[config.mk]
export PLATFORM = sky130hd
export DESIGN_NAME = fwp_ctrl
export DESIGN_NICKNAME = d
export VERILOG_FILES = /design/src/hw/fwp_pkg.sv /design/src/hw/fwp_sync.sv /design/src/hw/fwp_ctrl.sv
export SDC_FILE = /design/constraint.sdc
export NUM_CORES = 1
export LEC_CHECK = 0
export ABC_AREA = 0
export BUFFER_PORTS_ARGS = -buffer_cell sky130_fd_sc_hd__buf_2
export CORE_AREA = 2 2 143 145
export CTS_CLUSTER_DIAMETER = 80
export CTS_CLUSTER_SIZE = 14
export DETAILED_ROUTE_END_ITERATION = 12
export DIE_AREA = 0 0 145 147
export PLACE_DENSITY = 0.65
export REMOVE_ABC_BUFFERS = 1
export SETUP_SLACK_MARGIN = 0.15
export SLEW_MARGIN = 30
export SYNTH_ARGS = -nofsm -noshare
export SYNTH_HDL_FRONTEND = slang
export SYNTH_HIERARCHICAL = 1
export SYNTH_SLANG_ARGS = --single-unit
[constraint.sdc]
create_clock -name clk_sys -period 4.6 [get_ports clk_sys]
set_input_delay 0 -clock clk_sys [delete_from_list [all_inputs] [get_ports clk_sys]]
set_output_delay 0 -clock clk_sys [all_outputs]
set_load 0.1 [all_outputs]
[src/hw/fwp_pkg.sv]
/*
  Shared constants and types for the flash protection / erase-window
  controller: register offsets, field positions, op codes, timing.
  Assumes a 50 MHz system clock and an 8-bit flash data bus.
*/
`default_nettype none

package fwp_pkg;

  // system clock period
  localparam int CLK_NS = 20;

  // software register byte offsets
  localparam logic [7:0] REG_CTRL = 8'h00;
  localparam logic [7:0] REG_MODE = 8'h04;
  localparam logic [7:0] REG_ADDR = 8'h08;
  localparam logic [7:0] REG_WDATA = 8'h0C;
  localparam logic [7:0] REG_RDATA = 8'h10;
  localparam logic [7:0] REG_STATUS = 8'h14;

  // field positions
  localparam int CTRL_GO_BIT = 8;
  localparam int MODE_TMP_UNPROT_BIT = 0;
  localparam int ST_BUSY_BIT = 0;
  localparam int ST_REJECT_BIT = 1;
  localparam int ST_TOGGLE_BIT = 2;
  localparam int ST_FIRST_HIGH_BIT = 3;
  localparam int DQ_WINDOW_BIT = 3;
  localparam int DQ_TOGGLE_BIT = 6;

  // reset values
  localparam logic [31:0] RST_ADDR = 32'h0000_0000;
  localparam logic [7:0] RST_WDATA = 8'h00;

  // AXI responses
  localparam logic [1:0] RESP_OKAY = 2'h0;
  localparam logic [1:0] RESP_SLVERR = 2'h2;

  // pin timing in ns, and derived cycle counts (least times round up)
  localparam int SETUP_NS = 20;
  localparam int ACCESS_NS = 70;
  localparam int HOLD_NS = 20;
  localparam int SYNC_CYC = 2;
  localparam int SETUP_CYC = (SETUP_NS + CLK_NS - 1) / CLK_NS;
  localparam int STROBE_CYC = (ACCESS_NS + CLK_NS - 1) / CLK_NS;
  localparam int HOLD_CYC = (HOLD_NS + CLK_NS - 1) / CLK_NS;

  typedef enum logic [2:0] {
    FWP_OP_READ,
    FWP_OP_WRITE,
    FWP_OP_PROTECT,
    FWP_OP_VERIFY,
    FWP_OP_UNPROT,
    FWP_OP_TOGGLE,
    FWP_OP_ERASE_ADD
  } fwp_op_t;

  typedef enum logic [1:0] {
    FWP_IDLE,
    FWP_SETUP,
    FWP_STROBE,
    FWP_HOLD
  } fwp_state_t;

endpackage

`default_nettype wire

[src/hw/fwp_sync.sv]
/*
  Two-flop synchroniser for a bus of pin inputs.
  Assumes each bit settles independently; only the second stage is read.
*/
`default_nettype none

module fwp_sync #(
  parameter int W = 8
) (
  input wire logic clk_sys, // system clock
  input wire logic rst_b, // async reset, active low
  input wire logic [W-1:0] din, // raw pin level
  output logic [W-1:0] dout // synchronised level
);

  logic [W-1:0] meta;

  // first stage feeds only the second
  always_ff @(posedge clk_sys or negedge rst_b) begin
    if (!rst_b) begin
      meta <= '0;
      dout <= '0;
    end else begin
      meta <= din;
      dout <= meta;
    end
  end

endmodule

`default_nettype wire

[src/hw/fwp_ctrl.sv]
/*
  Host-side controller for a parallel flash: drives strobes, address,
  data and high-voltage qualifiers; runs read, write, protect, verify,
  chip unprotect, toggle check and guarded erase-add sequences.
  Assumes an AXI4-Lite master for software and a flash on the pins.
*/
`default_nettype none

module fwp_ctrl #(
  parameter int AW = 20, // flash address width
  parameter int PULSE_NS = 10000 // protect / unprotect write pulse
) (
  input wire logic clk_sys, // system clock
  input wire logic rst_b, // async reset, active low
  input wire logic [7:0] s_awaddr, // axi write address
  input wire logic s_awvalid, // axi write address valid
  output logic s_awready, // axi write address ready
  input wire logic [31:0] s_wdata, // axi write data
  input wire logic [3:0] s_wstrb, // axi byte strobes
  input wire logic s_wvalid, // axi write data valid
  output logic s_wready, // axi write data ready
  output logic [1:0] s_bresp, // axi write response
  output logic s_bvalid, // axi write response valid
  input wire logic s_bready, // axi write response ready
  input wire logic [7:0] s_araddr, // axi read address
  input wire logic s_arvalid, // axi read address valid
  output logic s_arready, // axi read address ready
  output logic [31:0] s_rdata, // axi read data
  output logic [1:0] s_rresp, // axi read response
  output logic s_rvalid, // axi read valid
  input wire logic s_rready, // axi read ready
  output logic ce_b, // flash chip enable, low active
  output logic oe_b, // flash output enable, low active
  output logic we_b, // flash write enable, low active
  output logic [AW-1:0] addr, // flash address
  input wire logic [7:0] dq_in, // flash data pins in
  output logic [7:0] dq_out, // flash data drive value
  output logic dq_oe_b, // data drive enable, low drives
  output logic hv_addr_nine, // high voltage on address bit nine
  output logic hv_oe, // high voltage on output enable
  output logic hv_reset // high voltage on reset pin
);

  localparam int PULSE_CYC = (PULSE_NS + fwp_pkg::CLK_NS - 1) /
                             fwp_pkg::CLK_NS;

  logic aw_full, w_full;
  logic [7:0] aw_addr;
  logic [31:0] w_data;
  logic [3:0] w_strb;
  logic [31:0] flash_addr;
  logic [7:0] wr_data, rd_data;
  logic tmp_unprot, reject, toggling, first_high, tog_prev;
  fwp_pkg::fwp_op_t op;
  fwp_pkg::fwp_state_t state;
  logic [1:0] step;
  logic [15:0] cnt;
  logic [7:0] dq_s;

  fwp_sync #(.W(8)) u_sync (
    .clk_sys(clk_sys),
    .rst_b(rst_b),
    .din(dq_in),
    .dout(dq_s)
  );

  // register write decode
  wire do_wr = aw_full && w_full && !s_bvalid;
  wire hit_ctrl = aw_addr == fwp_pkg::REG_CTRL;
  wire hit_mode = aw_addr == fwp_pkg::REG_MODE;
  wire hit_addr = aw_addr == fwp_pkg::REG_ADDR;
  wire hit_wdat = aw_addr == fwp_pkg::REG_WDATA;
  wire wr_mapped = hit_ctrl || hit_mode || hit_addr || hit_wdat ||
                   aw_addr == fwp_pkg::REG_RDATA ||
                   aw_addr == fwp_pkg::REG_STATUS;
  wire busy = state != fwp_pkg::FWP_IDLE;
  // a start while busy is dropped, so a sequence is never cut short
  wire start = do_wr && hit_ctrl && w_strb[1] &&
               w_data[fwp_pkg::CTRL_GO_BIT] && !busy;

  // read mux
  wire [31:0] status = {28'h0000000, first_high, toggling, reject, busy};
  wire ar_mapped;
  wire [31:0] rd_mux;
  assign ar_mapped = s_araddr == fwp_pkg::REG_CTRL ||
                     s_araddr == fwp_pkg::REG_MODE ||
                     s_araddr == fwp_pkg::REG_ADDR ||
                     s_araddr == fwp_pkg::REG_WDATA ||
                     s_araddr == fwp_pkg::REG_RDATA ||
                     s_araddr == fwp_pkg::REG_STATUS;
  assign rd_mux = (s_araddr == fwp_pkg::REG_CTRL) ? {29'h0, op} :
                  (s_araddr == fwp_pkg::REG_MODE) ? {31'h0, tmp_unprot} :
                  (s_araddr == fwp_pkg::REG_ADDR) ? flash_addr :
                  (s_araddr == fwp_pkg::REG_WDATA) ? {24'h0, wr_data} :
                  (s_araddr == fwp_pkg::REG_RDATA) ? {24'h0, rd_data} :
                  (s_araddr == fwp_pkg::REG_STATUS) ? status : 32'h0;

  // axi write channel: address and data taken in either order
  always_ff @(posedge clk_sys or negedge rst_b) begin
    if (!rst_b) begin
      aw_full <= 1'b0;
      w_full <= 1'b0;
      aw_addr <= 8'h00;
      w_data <= 32'h0000_0000;
      w_strb <= 4'h0;
      s_awready <= 1'b1;
      s_wready <= 1'b1;
      s_bvalid <= 1'b0;
      s_bresp <= fwp_pkg::RESP_OKAY;
    end else begin
      if (s_awvalid && s_awready) begin
        aw_full <= 1'b1;
        aw_addr <= s_awaddr;
        s_awready <= 1'b0;
      end
      if (s_wvalid && s_wready) begin
        w_full <= 1'b1;
        w_data <= s_wdata;
        w_strb <= s_wstrb;
        s_wready <= 1'b0;
      end
      if (do_wr) begin
        aw_full <= 1'b0;
        w_full <= 1'b0;
        s_bvalid <= 1'b1;
        s_bresp <= wr_mapped ? fwp_pkg::RESP_OKAY : fwp_pkg::RESP_SLVERR;
      end else if (s_bvalid && s_bready) begin
        s_bvalid <= 1'b0;
        s_awready <= 1'b1;
        s_wready <= 1'b1;
      end
    end
  end

  // axi read channel, one cycle latency
  always_ff @(posedge clk_sys or negedge rst_b) begin
    if (!rst_b) begin
      s_arready <= 1'b1;
      s_rvalid <= 1'b0;
      s_rdata <= 32'h0000_0000;
      s_rresp <= fwp_pkg::RESP_OKAY;
    end else if (s_arvalid && s_arready) begin
      s_arready <= 1'b0;
      s_rvalid <= 1'b1;
      s_rdata <= rd_mux;
      s_rresp <= ar_mapped ? fwp_pkg::RESP_OKAY : fwp_pkg::RESP_SLVERR;
    end else if (s_rvalid && s_rready) begin
      s_rvalid <= 1'b0;
      s_arready <= 1'b1;
    end
  end

  // software-written configuration
  always_ff @(posedge clk_sys or negedge rst_b) begin
    if (!rst_b) begin
      op <= fwp_pkg::FWP_OP_READ;
      tmp_unprot <= 1'b0;
      flash_addr <= fwp_pkg::RST_ADDR;
      wr_data <= fwp_pkg::RST_WDATA;
    end else if (do_wr && !busy) begin
      if (hit_ctrl && w_strb[0])
        op <= fwp_pkg::fwp_op_t'(w_data[2:0]);
      if (hit_mode && w_strb[0])
        tmp_unprot <= w_data[fwp_pkg::MODE_TMP_UNPROT_BIT];
      if (hit_addr)
        flash_addr <= w_data;
      if (hit_wdat && w_strb[0])
        wr_data <= w_data[7:0];
    end
  end

  // phase decode from op and step
  wire op_hv = op == fwp_pkg::FWP_OP_PROTECT ||
               op == fwp_pkg::FWP_OP_VERIFY ||
               op == fwp_pkg::FWP_OP_UNPROT;
  wire ph_write = op == fwp_pkg::FWP_OP_WRITE ||
                  op == fwp_pkg::FWP_OP_PROTECT ||
                  op == fwp_pkg::FWP_OP_UNPROT ||
                  (op == fwp_pkg::FWP_OP_ERASE_ADD && step == 2'd1);
  wire [1:0] last_step = (op == fwp_pkg::FWP_OP_TOGGLE) ? 2'd1 :
                         (op == fwp_pkg::FWP_OP_ERASE_ADD) ? 2'd2 : 2'd0;
  // reads wait out the synchroniser before sampling
  wire [15:0] strobe_len = (op_hv && ph_write) ? 16'(PULSE_CYC) :
                           ph_write ? 16'(fwp_pkg::STROBE_CYC) :
                           16'(fwp_pkg::STROBE_CYC + fwp_pkg::SYNC_CYC);
  // verify forces bit one high, bits zero and six low; unprotect sets six
  wire is_ver = op == fwp_pkg::FWP_OP_VERIFY;
  wire is_unp = op == fwp_pkg::FWP_OP_UNPROT;
  wire [AW-1:0] base = flash_addr[AW-1:0];
  wire [AW-1:0] next_addr = {base[AW-1:7], is_unp | (base[6] & ~is_ver),
                             base[5:2], is_ver | base[1],
                             base[0] & ~is_ver};
  wire cnt_zero = cnt == 16'h0000;
  wire capture = state == fwp_pkg::FWP_STROBE && cnt_zero && !ph_write;

  // pin sequencer
  always_ff @(posedge clk_sys or negedge rst_b) begin
    if (!rst_b) begin
      state <= fwp_pkg::FWP_IDLE;
      step <= 2'd0;
      cnt <= 16'h0000;
      ce_b <= 1'b1;
      oe_b <= 1'b1;
      we_b <= 1'b1;
      addr <= '0;
      dq_out <= 8'h00;
      dq_oe_b <= 1'b1;
      hv_addr_nine <= 1'b0;
      hv_oe <= 1'b0;
    end else begin
      case (state)
        fwp_pkg::FWP_IDLE: if (start) begin
          state <= fwp_pkg::FWP_SETUP;
          step <= 2'd0;
          cnt <= 16'(fwp_pkg::SETUP_CYC); // pins lead the strobe edge
        end
        fwp_pkg::FWP_SETUP: begin
          addr <= next_addr;
          ce_b <= 1'b0;
          hv_addr_nine <= op_hv;
          hv_oe <= op == fwp_pkg::FWP_OP_PROTECT || is_unp;
          dq_out <= wr_data;
          dq_oe_b <= ~ph_write;
          if (cnt_zero) begin
            state <= fwp_pkg::FWP_STROBE;
            cnt <= strobe_len - 16'h0001;
            we_b <= ~ph_write;
            oe_b <= ph_write;
          end else
            cnt <= cnt - 16'h0001;
        end
        fwp_pkg::FWP_STROBE: if (cnt_zero) begin
          state <= fwp_pkg::FWP_HOLD;
          cnt <= 16'(fwp_pkg::HOLD_CYC - 1);
          we_b <= 1'b1;
          oe_b <= 1'b1;
        end else
          cnt <= cnt - 16'h0001;
        fwp_pkg::FWP_HOLD: if (cnt_zero) begin
          ce_b <= 1'b1;
          dq_oe_b <= 1'b1;
          if (step == last_step) begin
            state <= fwp_pkg::FWP_IDLE;
            hv_addr_nine <= 1'b0;
            hv_oe <= 1'b0;
          end else begin
            state <= fwp_pkg::FWP_SETUP;
            step <= step + 2'd1;
            cnt <= 16'(fwp_pkg::SETUP_CYC);
          end
        end else
          cnt <= cnt - 16'h0001;
        default: state <= fwp_pkg::FWP_IDLE;
      endcase
    end
  end

  // read capture and status; protecting all sectors before an
  // unprotect is left to software, which sees only the outcome
  always_ff @(posedge clk_sys or negedge rst_b) begin
    if (!rst_b) begin
      rd_data <= 8'h00;
      reject <= 1'b0;
      toggling <= 1'b0;
      first_high <= 1'b0;
      tog_prev <= 1'b0;
      hv_reset <= 1'b0;
    end else begin
      hv_reset <= tmp_unprot;
      if (capture) begin
        rd_data <= dq_s;
        tog_prev <= dq_s[fwp_pkg::DQ_TOGGLE_BIT];
        if (op == fwp_pkg::FWP_OP_TOGGLE && step == 2'd1)
          toggling <= dq_s[fwp_pkg::DQ_TOGGLE_BIT] != tog_prev;
        if (op == fwp_pkg::FWP_OP_ERASE_ADD && step == 2'd0)
          first_high <= dq_s[fwp_pkg::DQ_WINDOW_BIT];
        if (op == fwp_pkg::FWP_OP_ERASE_ADD && step == 2'd2)
          reject <= dq_s[fwp_pkg::DQ_WINDOW_BIT];
      end
    end
  end
endmodule

`default_nettype wire

==> results.json, run 1 <==
{
  "status": "completed",
  "dp_hpwl_microns": 12500,
  "synth-seq-area-share_pct": 59.4,
  "finalSetupTns_ps": 0,
  "dieArea_sq_um": 21300,
  "power.leakage_nw": 5.30,
  "synth_ff_type": "dfrtp_1",
  "die_x_microns": 145,
  "remaining_drc_errors": 0,
  "async_flop_share_pct": 100,
  "final_cell_mix": "dfrtp_1 (202), buf_2 (137), mux2_2 (113)",
  "skew_ps": 21.1,
  "cts_made_buffers": 18,
  "grt_max_degree": 110,
  "yosys_warnings": 6,
  "cts_tree": "built",
  "arrival_ps": 3180,
  "initial_core_util_pct": 44.4,
  "ant_nets": 0,
  "drive_gt1_share_pct": 34.1,
  "drv_slew": 0,
  "max_cap_viol_count": 0,
  "wire_per_inst_microns": 17.1,
  "synth_seq_cells": 209,
  "vias_per_cell": 5.27,
  "hp-class": "input port to flop",
  "grt_setup_unrepaired": "false",
  "port-buffer-count": 138,
  "finalSetupViolations": 0,
  "die_h_microns": 147,
  "clk_latency_ps": 490,
  "synth_area_sq_um": 8810,
  "overflow": 0,
  "power_density_nw_per_um2": 545,
  "avgSynthCellArea_sq_um": 12.8,
  "via_count": 6121,
  "cts-root-buf": "clkbuf_16",
  "utilization_pct": 54.8,
  "clkTransAtPathRegs_ps": 70,
  "min_period_ps": 2770,
  "n_antenna_cell": 0,
  "grt_pass1_vias": 6399,
  "busiest_layer": "met2",
  "start_kind": "flop",
  "core_sq_um": 19800,
  "drtIter0Drc": 236,
  "yosys.cell_types.count": 71,
  "final_nets": 963,
  "cp_max_fo": 37,
  "place_congestion": 0.785,
  "grt_usage_pct": 18.9,
  "period_share_pct": 60.3,
  "clock.fmax_mhz": 361,
  "grt_use_met3_pct": 4.97,
  "fillers": 1696,
  "synth_edf_count": 0,
  "peakVddDrop_mv": 0.337,
  "clockBufferDepth": 3,
  "worstPathRequired_ps": 5010,
  "use_met1_pct": 25.8,
  "routed_wl_microns": 19800,
  "postCtsSetupBuffers": 0,
  "first_pass_iters": 4,
  "worst_slew_pin_slew_ps": 888,
  "antenna_found_initial": 0,
  "grt_use_met2_pct": 30.6,
  "clkSinkCount": 209,
  "area.growth.synth_to_final_pct": 23.5,
  "crit_type": "flop to flop",
  "cp-end-kind": "flop",
  "io_pins": 143,
  "maxSlewHeadroom_pct": 40.7,
  "hold_violations": 0,
  "final_common_cell": "dfrtp_1",
  "synth_cells": 690,
  "rows": 52,
  "htreeDepth": 1,
  "grt_pass1_wl_microns": 33200
}
-- final timing paths --
check                                    start        endpoint  slack [ps]  depth (start not counted)
worst max-delay path                  state[1]          cnt[4]        1830                          8
min in group asynchronous                rst_b          cnt[3]         160                          2
worst min-delay path                  dq_in[4]  u_sync/meta[4]         140                          2
worst max register to register        state[1]          cnt[4]        1830                          8
worst min register to register  u_sync/meta[3]  u_sync/dout[3]         350                          0
max in group asynchronous                rst_b      w_data[27]        3160                          3
-- Yosys cell counts, types with 4 or more instances --
master	count	area share (%)
a211oi_1	10	0.85
a21oi_1	15	0.85
a22o_1	34	3.4
a22oi_1	5	0.43
a31oi_1	6	0.43
buf_2	7	0.40
buf_4	5	0.43
clkbuf_1	16	0.68
dfrtp_1	202	57
dfstp_2	7	2.1
ha_1	9	1.3
inv_1	20	0.85
mux2_2	113	14
mux2i_1	12	1.4
nand2_1	59	2.5
nand3_1	10	0.57
nand4_1	7	0.50
nor2_1	33	1.4
nor2b_1	5	0.35
nor3_1	9	0.51
o211ai_1	5	0.43
o21ai_0	22	1.2
o22ai_1	4	0.28
or3_1	5	0.35
-- power breakdown --
group          internal (mW)  total [mW]  switching, mW
sequential              2.24        2.52          0.281
combinational          0.729        2.06           1.33
clock                  0.715        1.36          0.640
-- worst max-delay path, stage by stage (launching register included) --
cell and delay [ps]:
dfrtp_1 420, inv_1 120, ha_2 190, buf_4 440, inv_1 270, nor3_1 470, a311o_1 430, nand3_1 220
nand4_1 130
-- cell type report --
class | instances | area (sq um) | area share (%)
sequential | 209 | 5240 | 48.1
multi-input combinational | 431 | 3370 | 31.0
timing repair buffer | 207 | 1380 | 12.6
clock buffer | 23 | 469 | 4.31
tap | 270 | 338 | 3.10
inverter | 20 | 75.1 | 0.690
clock inverter | 1 | 16.3 | 0.149
-- state kept, by name, summed over array words and instances, names as in the netlist, 3 cells and up --
register,count
dq_out,8
aw_addr,8
addr,20
cnt,16
u_sync/meta,8
op,3
wr_data,8
u_sync/dout,8
s_rdata,32
w_data,32
rd_data,8
flash_addr,32
-- cell families (layout without fill, tap and decap cells) --
kind of cell	after synthesis	after routing	synth area share, %
AO/OA/AOI/OAI	131	131	11.2
XOR/XNOR	3	3	0.298
adder cells (fa/ha/maj)	9	9	1.28
buffers and inverters	51	251	2.57
flip-flops	209	209	59.4
multiplexers	126	126	15.9
other	1	2	0.0425
AND/OR/NAND/NOR	160	160	9.21
-- through the flow --
stage	cells	instance area (sq um)	worst slack (ps)	hold WS [ps]	power (mW)
2_1_floorplan	660	8670	725	-296	4.08
3_3_place_gp	1074	9760	1620	109	4.52
3_5_place_dp	1074	9760	1820	109	4.57
4_1_cts	1161	10900	1810	131	5.98
5_1_grt	1161	10900	1600	130	6.30
6_report	1161	10900	1830	140	5.93
-- per-layer routing --
layer | part of all wire [%] | wire [microns] | up-vias
li1 | - | - | 2881
met1 | 46 | 9060 | 3077
met2 | 46 | 9130 | 140
met3 | 6.4 | 1270 | 23
met4 | 1.9 | 384 | 0
met5 | 0 | 0 | -
-- repair_timing --
item                                   CTS  global route
setup endpoints to repair                0             0
hold buffers                            63             0
resized for setup                        0             0
endpoints found under the hold margin  164             0
Power figures use the tool's default switching activity.
==> run 2, diff against run 1 <==
--- a/config.mk
+++ b/config.mk
@@ -12,7 +12,7 @@
 export CTS_CLUSTER_SIZE = 14
 export DETAILED_ROUTE_END_ITERATION = 12
 export DIE_AREA = 0 0 145 147
-export PLACE_DENSITY = 0.65
+export PLACE_DENSITY = 0.68
 export REMOVE_ABC_BUFFERS = 1
 export SETUP_SLACK_MARGIN = 0.15
 export SLEW_MARGIN = 30
==> constraint.sdc (replaced) <==
create_clock -name clk_sys -period 2.48 [get_ports clk_sys]
set_input_delay 0 -clock clk_sys [delete_from_list [all_inputs] [get_ports clk_sys]]
set_output_delay 0 -clock clk_sys [all_outputs]
set_load 0.1 [all_outputs]
==> results.json, run 2 (synthesis results as in run 1) <==
{
  "status": "completed",
  "final_nets": 982,
  "fin_total_pwr_mw": 11.3,
  "cts_made_buffers": 18,
  "min_period_ps": 2250,
  "wire_per_inst_microns": 17.3,
  "die_h_microns": 147,
  "core_sq_um": 19800,
  "rr_worst_depth": 4,
  "crit_start": "aw_addr[0]",
  "dp_hpwl_microns": 13200,
  "clkTransAtPathRegs_ps": 70,
  "area.growth.synth_to_final_pct": 26.0,
  "grt_pass1_vias": 6433,
  "hold_violations": 0,
  "clkSinkCount": 209,
  "first_pass_iters": 4,
  "htreeDepth": 1,
  "finalSetupViolations": 0,
  "peakVddDrop_mv": 0.525,
  "whs_ps": 44.7,
  "routed_wl_microns": 20500,
  "endpoint": "cnt[2]",
  "grt_pass1_wl_microns": 33600,
  "power.leakage_nw": 5.43,
  "grt_setup_unrepaired": "true",
  "antenna_found_initial": 0,
  "drv_slew": 0,
  "initial_core_util_pct": 44.4,
  "grt_max_degree": 72,
  "drive_gt1_share_pct": 36.1,
  "timing.rr.start": "aw_addr[0]",
  "rows": 52,
  "hp-class": "input port to flop",
  "start_kind": "flop",
  "final_common_cell": "dfrtp_1",
  "fillers": 1647,
  "dieArea_sq_um": 21300,
  "n_antenna_cell": 0,
  "ant_nets": 0,
  "worstPathRequired_ps": 2850,
  "r2r-end": "cnt[2]",
  "via_count": 6222,
  "period_share_pct": 90.6,
  "cp_max_fo": 18,
  "skew_ps": 8.42,
  "io_pins": 143,
  "drtIter0Drc": 275,
  "crit_type": "flop to flop",
  "vias_per_cell": 5.24,
  "r2r_slack_ps": 230,
  "cp-end-kind": "flop",
  "final_cell_mix": "dfrtp_1 (202), buf_2 (137), mux2_2 (113)",
  "max_cap_viol_count": 0,
  "power_density_nw_per_um2": 1020,
  "worst_slew_pin_slew_ps": 703,
  "remaining_drc_errors": 0,
  "clk_latency_ps": 480,
  "cts_tree": "built",
  "die_x_microns": 145,
  "finalSetupTns_ps": 0,
  "grt_usage_pct": 19.3,
  "cts-root-buf": "clkbuf_16",
  "place_congestion": 0.808,
  "port-buffer-count": 138,
  "clockBufferDepth": 3,
  "maxSlewHeadroom_pct": 52.7,
  "arrival_ps": 2620,
  "largestRegisters": "flash_addr (32), s_rdata (32), w_data (32)",
  "overflow": 0,
  "clock.fmax_mhz": 445
}
[run 2: changes by cell type in the layout (fill, tap and decap cells not counted), sizes merged]
| cell | delta |
|---|---|
| clkinv | -1 |
| buf | +22 |
| clkbuf | +9 |
| dlygate4sd3 | -3 |
[run 2: critical path, stage by stage, from the launching register on]
cell and delay, ps:
dfrtp_1 380, or4_4 550, o41a_2 660, or2_1 320
a22o_1 230
[run 2: worst min path at each step]
stage	startpoint	endpoint	slack (ps)	cells after the start
3_5_place_dp	rst_b	w_data[25]	50	1
4_1_cts	s_araddr[4]	s_rdata[2]	40	3
3_3_place_gp	rst_b	w_data[25]	50	1
6_report	s_araddr[4]	s_rresp[1]	40	3
2_1_floorplan	rst_b	addr[0]	-300	0
5_1_grt	s_araddr[4]	s_rdata[2]	70	3
[run 2: stage by stage]
stage / util [%] / setup slack [ps] / instances / instance area [sq um]
CTS: 55.9 / 156 / 1187 / 11100
global placement: 50.2 / 187 / 1095 / 9960
detailed placement: 50.2 / 152 / 1095 / 9960
global route: 56.0 / 89.3 / 1188 / 11100
finish: 56.0 / 234 / 1188 / 11100
floorplan: - / -1390 / 660 / 8670
[run 2: layout make-up]
type | count | area (sq um) | share of cell area (%)
clock buffer | 32 | 524 | 4.72
inverter | 20 | 75.1 | 0.676
multi-input combinational | 431 | 3380 | 30.5
sequential | 209 | 5240 | 47.2
tap | 270 | 338 | 3.04
timing repair buffer | 226 | 1550 | 13.9
[run 2: metal layers]
layer | share of wire, % | global-route usage (%) | wire length, microns
met1 | 44 | 25.2 | 9050
met2 | 48 | 32.5 | 9790
met3 | 6.2 | 4.78 | 1270
met4 | 2.1 | 4.75 | 422
met5 | 0 | 0 | 0
[run 2: repair_timing]
action / CTS / global route
resized for setup: 1 / 4
hold buffers: 60 / 0
setup endpoints to repair: 1 / 24
pin swaps: 0 / 1
endpoints found under the hold margin: 127 / 0
setup buffers: 0 / 1
[run 2: where the power goes]
group	internal [mW]	leakage (nW)	switching, mW
clock	1.43	0.249	1.19
sequential	4.15	2.73	0.497
combinational	1.51	2.45	2.55
